### src/hdl/hpp_pkg.sv
// Purpose: shared constants and types for the host parallel bus port
// Assumes: one 50 MHz clock, synchronous active-high reset
// Notes: pin-level configuration values are named here once
package hpp_pkg;
	// ----------------------------------------------------------------
	// widths
	// ----------------------------------------------------------------
	localparam int HPP_AW = 14;
	localparam int HPP_DW = 16;
	localparam int HPP_BW = 8;
	// ----------------------------------------------------------------
	// configuration pin meanings
	// ----------------------------------------------------------------
	localparam logic HPP_STYLE_SEPARATE = 1'b1;
	localparam logic HPP_WIDTH_16 = 1'b1;
	localparam logic HPP_ORDER_HI_FIRST = 1'b1;
	localparam logic HPP_LANE_FIRST = 1'b0;
	localparam logic HPP_DIR_READ = 1'b1;
	localparam logic [7:0] HPP_BYTE_ZERO = 8'h00;
	// ----------------------------------------------------------------
	// internal storage sequencer
	// ----------------------------------------------------------------
	typedef enum logic [1:0] {
		HPP_IDLE,
		HPP_FETCH,
		HPP_PREF,
		HPP_WRITE
	} hpp_state_e;
endpackage

### src/hdl/hpp_port.sv
// Purpose: host parallel bus port with read stall and read-ahead
// Assumes: host pins already synchronous to clk; storage answers by ack
// Notes: one read-ahead word; a write breaks the chain unless it starts during a read fetch or as a read-ahead launches
`timescale 1ns/1ns
module hpp_port
	import hpp_pkg::*;
#(
	parameter int AW = HPP_AW
) (
	input wire logic clk,
	input wire logic sys_rst,
	input wire logic strobe_style_select,
	input wire logic stall_polarity_select,
	input wire logic host_width_select,
	input wire logic byte_order_select,
	input wire logic chip_sel_n,
	input wire logic dir_or_write_n,
	input wire logic common_access_pulse_n,
	input wire logic [AW-1:0] host_word_addr,
	input wire logic byte_lane_addr,
	input wire logic [HPP_DW-1:0] host_data_bus_i,
	output logic [HPP_DW-1:0] host_data_bus_o,
	output logic host_data_oe_lo,
	output logic host_data_oe_hi,
	output logic host_stall,
	output logic mem_req,
	output logic mem_we,
	output logic [AW-1:0] mem_addr,
	output logic [HPP_DW-1:0] mem_wdata,
	input wire logic mem_ack,
	input wire logic [HPP_DW-1:0] mem_rdata
);
	// ----------------------------------------------------------------
	// state
	// ----------------------------------------------------------------
	typedef struct packed {
		hpp_state_e state;
		logic rd_prev;
		logic wr_prev;
		logic cur_valid;
		logic [AW-1:0] cur_addr;
		logic [HPP_DW-1:0] cur_word;
		logic pf_valid;
		logic [AW-1:0] pf_addr;
		logic [HPP_DW-1:0] pf_word;
		logic pf_req;
		logic pf_drop;
		logic rd_pend;
		logic [AW-1:0] rd_addr;
		logic wr_pend;
		logic [AW-1:0] wr_addr;
		logic [HPP_DW-1:0] wr_word;
		logic [AW-1:0] hold_addr;
		logic hold_lane;
		logic [HPP_DW-1:0] hold_data;
		logic [AW-1:0] op_addr;
		logic [HPP_DW-1:0] op_wdata;
		logic [HPP_DW-1:0] dout;
	} hpp_regs_s;

	hpp_regs_s s_q;
	hpp_regs_s s_d;
	logic wide;
	logic lane;
	logic rd_act;
	logic wr_act;
	logic rd_start;
	logic pf_hit;
	logic reuse;
	logic cur_ok;
	logic stall_on;
	logic sel_hi;
	logic hsel_hi;
	logic [HPP_DW-1:0] serve_word;

	// ----------------------------------------------------------------
	// strobe decode
	// ----------------------------------------------------------------
	assign wide = host_width_select == HPP_WIDTH_16;
	assign lane = wide ? HPP_LANE_FIRST : byte_lane_addr;
	// separate style: second pin is read enable, first is write strobe
	// common style: second pin strobes, first gives the direction
	assign rd_act = !chip_sel_n &&
		((strobe_style_select == HPP_STYLE_SEPARATE) ?
		!common_access_pulse_n :
		(!common_access_pulse_n && dir_or_write_n == HPP_DIR_READ));
	assign wr_act = !chip_sel_n &&
		((strobe_style_select == HPP_STYLE_SEPARATE) ?
		!dir_or_write_n :
		(!common_access_pulse_n && dir_or_write_n != HPP_DIR_READ));
	assign rd_start = rd_act && !s_q.rd_prev;
	assign pf_hit = s_q.pf_valid && s_q.pf_addr == host_word_addr;
	assign cur_ok = s_q.cur_valid && s_q.cur_addr == host_word_addr;
	// second byte of a word comes from the word already held
	assign reuse = !wide && lane != HPP_LANE_FIRST && cur_ok;
	// stall is combinational so a hit never shows even one stall cycle
	assign stall_on = rd_act &&
		!(rd_start ? (pf_hit || reuse) : cur_ok);
	assign host_stall = ~(stall_on ^ stall_polarity_select);
	assign sel_hi = lane ^ (byte_order_select == HPP_ORDER_HI_FIRST);
	assign hsel_hi = s_q.hold_lane ^
		(byte_order_select == HPP_ORDER_HI_FIRST);
	assign serve_word = (s_q.state == HPP_FETCH && mem_ack) ? mem_rdata :
		(rd_start && pf_hit) ? s_q.pf_word : s_q.cur_word;

	// ----------------------------------------------------------------
	// next state
	// ----------------------------------------------------------------
	always_comb begin
		s_d = s_q;
		s_d.rd_prev = rd_act;
		s_d.wr_prev = wr_act;
		// storage sequencer first; host events below override it
		case (s_q.state)
			HPP_IDLE: begin
				if (s_q.wr_pend) begin
					s_d.state = HPP_WRITE;
					s_d.op_addr = s_q.wr_addr;
					s_d.op_wdata = s_q.wr_word;
					s_d.wr_pend = 1'b0;
				end else if (s_q.rd_pend) begin
					s_d.state = HPP_FETCH;
					s_d.op_addr = s_q.rd_addr;
					s_d.rd_pend = 1'b0;
				end else if (s_q.pf_req) begin
					s_d.state = HPP_PREF;
					s_d.op_addr = s_q.cur_addr + AW'(1);
					s_d.pf_req = 1'b0;
					s_d.pf_drop = 1'b0;
				end
			end
			HPP_FETCH: begin
				if (mem_ack) begin
					s_d.cur_word = mem_rdata;
					s_d.cur_addr = s_q.op_addr;
					s_d.cur_valid = 1'b1;
					s_d.pf_req = 1'b1;
					s_d.state = HPP_IDLE;
				end
			end
			HPP_PREF: begin
				if (mem_ack) begin
					// kept even if never read; dropped if a write hit mid-way
					s_d.pf_word = mem_rdata;
					s_d.pf_addr = s_q.op_addr;
					s_d.pf_valid = !s_q.pf_drop;
					s_d.state = HPP_IDLE;
				end
			end
			HPP_WRITE: begin
				if (mem_ack) begin
					s_d.state = HPP_IDLE;
				end
			end
			default: begin
				s_d.state = HPP_IDLE;
			end
		endcase
		// read start: promote the read-ahead word or begin a new read
		if (rd_start && !reuse) begin
			if (pf_hit) begin
				s_d.cur_word = s_q.pf_word;
				s_d.cur_addr = s_q.pf_addr;
				s_d.cur_valid = 1'b1;
				s_d.pf_valid = 1'b0;
				s_d.pf_req = 1'b1;
			end else begin
				s_d.cur_valid = 1'b0;
				s_d.pf_valid = 1'b0;
				s_d.pf_req = 1'b0;
				s_d.rd_pend = 1'b1;
				s_d.rd_addr = host_word_addr;
				if (s_q.state == HPP_PREF) begin
					s_d.pf_drop = 1'b1;
				end
			end
		end
		if (rd_act) begin
			s_d.dout = wide ? serve_word : {HPP_BYTE_ZERO,
				sel_hi ? serve_word[15:8] : serve_word[7:0]};
		end
		// write: sample while strobed, commit on release
		if (wr_act) begin
			s_d.hold_addr = host_word_addr;
			s_d.hold_lane = lane;
			s_d.hold_data = host_data_bus_i;
		end
		if (wr_act && !s_q.wr_prev) begin
			s_d.cur_valid = 1'b0;
			s_d.pf_valid = 1'b0;
			s_d.pf_req = 1'b0;
			if (s_q.state == HPP_PREF) begin
				s_d.pf_drop = 1'b1;
			end
		end
		if (!wr_act && s_q.wr_prev) begin
			if (wide) begin
				s_d.wr_word = s_q.hold_data;
				s_d.wr_addr = s_q.hold_addr;
				s_d.wr_pend = 1'b1;
			end else begin
				// a word is written only once its second byte lands
				if (hsel_hi) begin
					s_d.wr_word[15:8] = s_q.hold_data[7:0];
				end else begin
					s_d.wr_word[7:0] = s_q.hold_data[7:0];
				end
				if (s_q.hold_lane != HPP_LANE_FIRST) begin
					s_d.wr_addr = s_q.hold_addr;
					s_d.wr_pend = 1'b1;
				end
			end
		end
	end

	always_ff @(posedge clk) begin
		if (sys_rst) begin
			s_q <= '0;
		end else begin
			s_q <= s_d;
		end
	end

	// ----------------------------------------------------------------
	// outputs
	// ----------------------------------------------------------------
	assign host_data_bus_o = s_q.dout;
	assign host_data_oe_lo = rd_act;
	assign host_data_oe_hi = rd_act && wide;
	assign mem_req = s_q.state != HPP_IDLE;
	assign mem_we = s_q.state == HPP_WRITE;
	assign mem_addr = s_q.op_addr;
	assign mem_wdata = s_q.op_wdata;
endmodule

### config.mk
export PLATFORM = sky130hd
export DESIGN_NAME = hpp_port
export DESIGN_NICKNAME = d
export VERILOG_FILES = /design/src/hdl/hpp_pkg.sv /design/src/hdl/hpp_port.sv
export SDC_FILE = /design/constraint.sdc
export NUM_CORES = 1
export LEC_CHECK = 0
export BUFFER_PORTS_ARGS = -buffer_cell sky130_fd_sc_hd__buf_2
export CORE_MARGIN = 4
export CORE_UTILIZATION = 27
export DETAILED_ROUTE_END_ITERATION = 8
export GPL_ROUTABILITY_DRIVEN = 0
export SYNTH_ARGS = -nofsm -noshare
export SYNTH_HDL_FRONTEND = slang
export SYNTH_SLANG_ARGS = --single-unit
### constraint.sdc
create_clock -name clk -period 4.93 [get_ports clk]
set_clock_uncertainty 0.1 [all_clocks]
set_input_delay 0.493 -clock clk [delete_from_list [all_inputs] [get_ports clk]]
set_output_delay 0.493 -clock clk [all_outputs]
set_load 0.01 [all_outputs]
==> summary.md, run 1 <==
| Metric | Value |
|---|---|
| Status | `complete, no violations` |
| Netlist cell types | `56` |
| Net Count, Synth | `1201` |
| Setup_tns | `0 ps` |
| Crit path cell chain | `xor2_1 > nor4_4 > nand4_1 > o211ai_1 > xor2_1 > buf_2` |
| Initial Utilization | `27.4%` |
| Crit path max-delay family | `simple AND/OR/NAND/NOR gates` |
| Initial drt markers | `748` |
| Row cnt | `67` |
| DRC | `0` |
| GRT Total Usage | `roughly 15%` |
| Synth Warn # | `0` |
| Post-synthesis register bit count | `191` |
| Max IR drop VDD | `250 uV` |
| Simple-gate portion of the synthesized area | `21.3%` |
| CP most frequent cell | `xor2_1` |
| Xor and xnor area share after synthesis | `approximately 3.6%` |
| Setup crit end kind | `primary output` |
| Clk_lat worst skew | `450 ps` |
| WS Path Type | `register to primary output` |
| Hold_buf cts | `0` |
| Post-CTS setup buffer count | `0` |
| Area growth, synth to finish | `11.6%` |
| CP bufs+invs | `1` |
| Layout fillers | `3644` |
| Critical Path Stages | `6` |
| Main combinational cell family by area after synthesis | `compound AO/OA/AOI/OAI gates` |
| Drt total wl | `29200 um` |
| Cts bufs inserted | `17` |
| Die span in y | `193 um` |
| Worst Path Required | `4340 ps` |
| Ys flop type | `dfxtp_1` |
| Vias per cell | `5.30` |
| N_diodes | `0` |
| Remaining Overflow, GRT | `0` |
| Hold Path Depth | `3` |
| Async SR Flop Fraction | `0%` |
| Min cycle time layout | `3540 ps` |
| Slew Limit Headroom | `27.5%` |
| Final hold vios | `0` |
| HPWL after DPL | `20000 um` |
| Least-Margin Pin Slew | `1090 ps` |
| Pre-CTS setup slack | `1620 ps` |
| Post_cts resized | `0` |
| Root Buffer | `clkbuf_16` |
| Mapped Avg Cell Area | `8.04 um2` |
| Synth area leaders | `dfxtp_1 (42%), nand2_1 (11%), a21oi_1 (6.6%)` |
| Max FO, Critical Path | `17` |
| Initial DRT Pass Iterations | `5` |
| Die W | `a little under 200 um` |
| CP Launch Type | `register` |
| Setup ws final | `1390 ps` |
| Io pins | `108` |
| CTS H-tree lvls | `4` |
| Mux contribution to synthesized area | `3.27%` |
| Final setup violation count | `0` |
| Final Max Slew Viols | `0` |
| Slowest CP cell | `nand4_1` |
| EDFF count, synth | `0` |
| Register area share after synthesis | `around two fifths` |
| FF-to-FF path depth | `6` |
| Avg WL per Cell | `around 18 um` |
| Most area-hungry cell type in the Yosys netlist | `dfxtp_1` |
| Number of port buffers | `107` |
| Class of the worst hold path | `primary input to register` |
| Compound-Gate Fraction of Synth Area | `21.4%` |
| Initial antenna violation count | `0` |
| DRT antenna net count | `0` |
| CTS max path bufs | `2` |
| RSZ-0062 raised after global routing | `false` |
| Die area | `37100 um2` |
| Post-Synthesis Cells | `1143` |
| Tcrit/Tclk final | `71.7%` |
| Largest net degree at the start of global routing | `~110` |
| Vias in the first global route | `~7600` |
| Fmax | `0.283 GHz` |
| Area of the core | `33500 um2` |
| Clock transition at path regs | `80 ps` |
| CP peak stage delay | `770 ps` |
| Vias | `between 8000 and 9000` |
| Arrival time worst endpoint | `2940 ps` |
| Synth top area share | `around two fifths` |
| Cell Area, Synth | `9200 um2` |
| Leakage | `3.49 nW` |
| First-pass GRT wire length | `44900 um` |
| Max-cap violations | `0` |
| Pwr dens | `about 320 nW/um2` |
| Adder-cell share of the synthesized area | `0.136%` |
| Sink Count | `between 150 and 200` |
| Total power | `between 3 and 4 mW` |
| Layout cells sized above 1 | `14.5%` |
| Reg2reg setup slack | `2090 ps` |
| Final nets | `1201` |
| CTS tree | `done` |
[stage by stage]
| step | utilization (%) | instances | hold slack, ps | cell area, um2 |
|---|---|---|---|---|
| floorplan | - | 1143 | 332 | 9200 |
| global placement | 28.9 | 1572 | 337 | 9690 |
| detailed placement | 28.9 | 1572 | 342 | 9690 |
| CTS | 30.6 | 1604 | 165 | 10300 |
| global route | 30.6 | 1604 | 181 | 10300 |
| finish | 30.6 | 1604 | 174 | 10300 |
[worst register-to-register path, stage by stage (launching register included)]
cell       delay, ps
dfxtp_1          470
nand3b_2         450
buf_4            380
nand2b_1         400
a2111oi_0        510
a22oi_1          120
a211oi_1         300
[worst paths after layout]
| kind | start | end |
|---|---|---|
| worst min register to register | s_q[64] | s_q[94] |
| worst max-delay path | s_q[149] | host_stall |
| worst min-delay path | host_data_bus_i[8] | s_q[54] |
| worst max register to register | s_q[190] | host_data_bus_o[4] |
[state kept, by name, summed over array words and instances, names as in the netlist]
register	count
mem_wdata	16
mem_addr	14
s_q	145
host_data_bus_o	16
[cell type report]
| class | count | area, um2 | area share [%] |
|---|---|---|---|
| multi-input combinational | 795 | 4590 | 44.7 |
| sequential | 191 | 3820 | 37.3 |
| timing repair buffer | 122 | 654 | 6.38 |
| tap | 448 | 561 | 5.46 |
| clock buffer | 18 | 429 | 4.18 |
| clock inverter | 14 | 146 | 1.43 |
| inverter | 16 | 60.1 | 0.585 |
[cell families (layout without fill, tap and decap cells)]
family,Yosys count,after routing
compound gates,295,295
xor+xnor,38,38
fa+ha+maj,1,1
buf+inv,157,170
flops,191,191
mux,30,30
simple gates,431,431
[Yosys cell counts (2+ instances only)]
master and number:
o211a_1 3, dfxtp_1 191, o311ai_0 2, nand2_1 260, o22ai_1 3, nor4_1 34, a2111oi_0 8, o21ai_0 18
nor4_4 2, nor2_1 61, buf_4 47, buf_1 4, o2111ai_1 14, a22oi_1 9, clkbuf_1 77, nor3_1 10
mux2i_1 30, a221oi_1 11, o21ai_1 2, and2_1 2, a311oi_1 26, xor2_1 14, or3_1 15, o211ai_1 5
and4_1 3, o41ai_1 2, a211oi_1 44, a21oi_1 121, xnor2_1 24, a32o_1 8, or2_2 4, and3_1 2
buf_2 10, buf_6 3, nor4b_1 8, inv_1 16, nand3_1 8, nand2b_1 2, nand4_1 10, o31ai_1 14
[power breakdown]
| part | switching [mW] | internal (mW) |
|---|---|---|
| Combinational | 0.192 | 0.0943 |
| Clock | 0.666 | 0.714 |
| Sequential | 0.0346 | 1.58 |
[layout by cell type (no fill, tap or decap), types with 3 or more instances in the layout]
cell type / synthesis / routed
o2111ai_1: 14 / 14
dfxtp_1: 191 / 191
or3_1: 15 / 15
a211oi_1: 44 / 44
a21oi_1: 121 / 121
nor4_1: 34 / 32
a2111oi_0: 8 / 8
buf_4: 47 / 15
a221oi_1: 11 / 11
clkinv_4: 0 / 5
o211a_1: 3 / 3
nor3_1: 10 / 10
nand3_1: 8 / 8
a22oi_1: 9 / 9
nor2_1: 61 / 60
mux2i_1: 30 / 30
xor2_1: 14 / 14
nand2_1: 260 / 260
a32o_1: 8 / 8
o22ai_1: 3 / 3
and4_1: 3 / 3
xnor2_1: 24 / 24
nor4b_1: 8 / 8
clkbuf_16: 0 / 17
buf_2: 10 / 106
or2_2: 4 / 4
nand4_1: 10 / 10
a311oi_1: 26 / 26
inv_6: 0 / 4
o211ai_1: 5 / 5
inv_1: 16 / 16
o21ai_0: 18 / 18
o31ai_1: 14 / 14
[per-layer routing]
layer / wire length, um / part of all wire (%) / vias to the layer above / track usage, %
li1: - / - / 4043 / -
met1: 13300 / 45 / 4090 / 21.9
met2: 13300 / 46 / 334 / 23.8
met3: 2080 / 7.1 / 38 / 2.60
met4: 575 / 2.0 / 0 / 4.22
met5: 0 / 0 / - / 0
Power figures use the tool's default switching activity.
==> run 2, diff against run 1 <==
Settings changed: ABC_AREA set to 1.
Clock period 4.93 ns to 3.48 ns, I/O delays scaled along.
==> run 2 against run 1 <==
Non-clock buffer count rose by 3. Utilization is 0.86 points higher. Combinational power increased by 81%. Wire length is 8.5% lower. Count of clock-buffer cells in the layout down 1.
==> summary.md, run 2 <==
| Metric | Value |
|---|---|
| Status | `complete, no violations (unchanged)` |
| Ys flop type | `dfxtp_1 (unchanged)` |
| Die span in y | `188 um (was 193 um)` |
| Most frequent cells in the layout | `nand2_1 (217), dfxtp_1 (191), o21ai_0 (172) (was nand2_1 (260), dfxtp_1 (191), a21oi_1 (121))` |
| Post-Synthesis Cells | `1232 (was 1143)` |
| Synth area leaders | `dfxtp_1 (44%), o21ai_0 (9.9%), nand2_1 (9.3%) (was dfxtp_1 (42%), nand2_1 (11%), a21oi_1 (6.6%))` |
| Min-delay src | `host_data_bus_i[12] (was host_data_bus_i[8])` |
| Initial antenna violation count | `4 (was 0)` |
| Post-CTS setup buffer count | `0 (unchanged)` |
| Worst Path Required | `3030 ps (was 4340 ps)` |
| Commonest non-fill, non-tap cell in the layout | `nand2_1 (unchanged)` |
| Post_cts resized | `0 (unchanged)` |
| Final hold vios | `0 (unchanged)` |
| Pre-CTS setup slack | `761 ps (was 1620 ps)` |
| CP Launch Type | `register (unchanged)` |
| Adder-cell share of the synthesized area | `0.143% (was 0.136%)` |
| Avg WL per Cell | `15.6 um (was 18.2 um)` |
| Mapped Avg Cell Area | `7.13 um2 (was 8.04 um2)` |
| Final setup violation count | `0 (unchanged)` |
| Compound-Gate Fraction of Synth Area | `22.3% (was 21.4%)` |
| Area growth, synth to finish | `14.0% (was 11.6%)` |
| Hold Path Sink | `s_q[58] (was s_q[54])` |
| Post-Place Cells | `1671 (was 1572)` |
| Setup ws final | `464 ps (was 1390 ps)` |
| FF-to-FF path depth | `6 (unchanged)` |
| Cell Area, Synth | `8780 um2 (was 9200 um2)` |
| Initial drt markers | `701 (was 748)` |
| Sink Count | `191 (unchanged)` |
| Simple-gate portion of the synthesized area | `20.0% (was 21.3%)` |
| Final nets | `1315 (was 1201)` |
| Async SR Flop Fraction | `0% (unchanged)` |
| Slew Limit Headroom | `19.2% (was 27.5%)` |
| Largest Register | `s_q (unchanged)` |
| Die W | `188 um (was 193 um)` |
| Max IR drop VDD | `334 uV (was 250 uV)` |
| Net Count, Synth | `1290 (was 1201)` |
| Final Non-Filler Cells | `1709 (was 1604)` |
| Post-synth top cells | `nand2_1 (218), dfxtp_1 (191), o21ai_0 (174) (was nand2_1 (260), dfxtp_1 (191), a21oi_1 (121))` |
| DRC | `0 (unchanged)` |
| CTS H-tree lvls | `4 (unchanged)` |
| CTS tree | `done (unchanged)` |
| Root Buffer | `clkbuf_16 (unchanged)` |
| Initial Utilization | `27.6% (was 27.4%)` |
| Most area-hungry cell type in the Yosys netlist | `dfxtp_1 (unchanged)` |
| Synth Warn # | `0 (unchanged)` |
| DRT antenna net count | `0 (unchanged)` |
| Fmax | `between 0.3 and 0.4 GHz` |
| Largest net degree at the start of global routing | `77 (was 112)` |
| Initial DRT Pass Iterations | `7 (was 5)` |
| CTS max path bufs | `2 (unchanged)` |
| Layout fillers | `3457 (was 3644)` |
| Area of the core | `31800 um2 (was 33500 um2)` |
| Netlist cell types | `38 (was 56)` |
| Worst R2R End | `mem_addr[7] (was host_data_bus_o[4])` |
| Min cycle time layout | `just over 3000 ps` |
| Final Max Slew Viols | `0 (unchanged)` |
| WS Path Type | `register to primary output (unchanged)` |
| Xor and xnor area share after synthesis | `0.998% (was 3.62%)` |
| Synth top area share | `43.6% (was 41.6%)` |
| Number of port buffers | `107 (unchanged)` |
| Tcrit/Tclk final | `86.7%` |
| Max-cap violations | `0 (unchanged)` |
| Arrival time worst endpoint | `2570 ps (was 2940 ps)` |
| First-pass GRT wire length | `42600 um (was 44900 um)` |
| Die area | `35500 um2 (was 37100 um2)` |
| Post-synthesis register bit count | `191 (unchanged)` |
| Vias | `8095 (was 8505)` |
| Layout cells sized above 1 | `14.3% (was 14.5%)` |
| Least-Margin Pin Slew | `1210 ps (was 1090 ps)` |
| Setup_tns | `0 ps (unchanged)` |
| RSZ-0062 raised after global routing | `false (unchanged)` |
| Setup crit end kind | `primary output (unchanged)` |
| Mux contribution to synthesized area | `0% (was 3.27%)` |
| EDFF count, synth | `0 (unchanged)` |
| Cts bufs inserted | `17 (unchanged)` |
| Vias per cell | `4.74 (was 5.30)` |
| Class of the worst hold path | `primary input to register (unchanged)` |
| Most frequent cell after synthesis | `nand2_1 (unchanged)` |
| Main combinational cell family by area after synthesis | `compound AO/OA/AOI/OAI gates (unchanged)` |
| Hold Path Depth | `3 (unchanged)` |
| Clk_lat worst skew | `450 ps (about the same)` |
| Pwr dens | `489 nW/um2 (was 320 nW/um2)` |
| Leakage | `4.17 nW (was 3.49 nW)` |
| HPWL after DPL | `18700 um (was 20000 um)` |
| Clock transition at path regs | `90 ps (was 80 ps)` |
| Max FO, Critical Path | `18 (was 17)` |
| Max FFs per register | `145 (unchanged)` |
| Row cnt | `65 (was 67)` |
| Reg2reg setup slack | `600 ps (was 2090 ps)` |
| Register area share after synthesis | `43.6% (was 41.6%)` |
| Remaining Overflow, GRT | `0 (unchanged)` |
| Post-Route Utilization | `31.5% (was 30.6%)` |
| Vias in the first global route | `7641 (was 7639)` |
| Drt total wl | `26700 um (was 29200 um)` |
| Io pins | `108 (unchanged)` |
| GRT Total Usage | `14.8% (was 15.3%)` |
| Total power | `4.90 mW (was 3.28 mW)` |
| RR Startpoint | `s_q[107] (was s_q[190])` |
| Hold_buf cts | `2 (was 0)` |
-- run 2: kinds of logic after synthesis --
family                   after synthesis
AND/OR/NAND/NOR                      410
AO/OA/AOI/OAI                        372
buffers and inverters                248
flip-flops                           191
XOR/XNOR                              10
adder cells (fa/ha/maj)                1
-- run 2: how the worst max path moves through the flow --
stage	from	end	slack (ps)	depth (start not counted)
floorplan	s_q[176]	host_stall	1490	11
global placement	s_q[107]	mem_addr[7]	750	6
detailed placement	s_q[107]	mem_addr[7]	760	6
CTS	s_q[146]	host_stall	440	11
global route	s_q[147]	host_stall	290	13
finish	s_q[147]	host_stall	460	13
-- run 2: per-stage QoR --
step | hold slack, ps | cell area (um2)
6_report | 19.0 | 10000
5_1_grt | 14.4 | 10000
4_1_cts | 0.0122 | 10000
3_5_place_dp | 340 | 9340
3_3_place_gp | 335 | 9340
2_1_floorplan | 324 | 8780
-- run 2: worst max-delay path, cell delays in order (launching register included) --
cell,delay [ps]
dfxtp_1,350
inv_1,80
nand2_1,100
nand2_1,60
nor2_1,110
nand2_2,100
nor2_8,310
nand2_1,370
nand3_1,220
nand2_1,130
nand2_1,80
nand2_1,50
nand2_1,50
buf_2,120
-- run 2: where the power goes --
group	total (mW)	switching, mW	internal, mW
Sequential	2.35	0.0607	2.29
Combinational	0.519	0.352	0.167
Clock	2.03	1.04	0.990
-- run 2: area by class of cell --
| type | instances | area (um2) | area share [%] |
|---|---|---|---|
| Timing Repair Buffer | 125 | 688 | 6.88 |
| Inverter | 129 | 487 | 4.86 |
| Clock buffer | 17 | 425 | 4.25 |
| Clock inverter | 15 | 211 | 2.11 |
| Sequential cell | 191 | 3820 | 38.2 |
| Tap cell | 435 | 544 | 5.44 |
| Antenna cell | 4 | 10.0 | 0.100 |
| Multi-Input combinational cell | 793 | 3820 | 38.1 |
-- run 2: metal layers --
metal	global-route usage, %	vias up	share of wire [%]
met5	0	-	0.079
met4	4.65	4	1.9
met3	2.72	34	5.8
met2	23.4	239	46
met1	20.7	3734	46
li1	-	4084	-
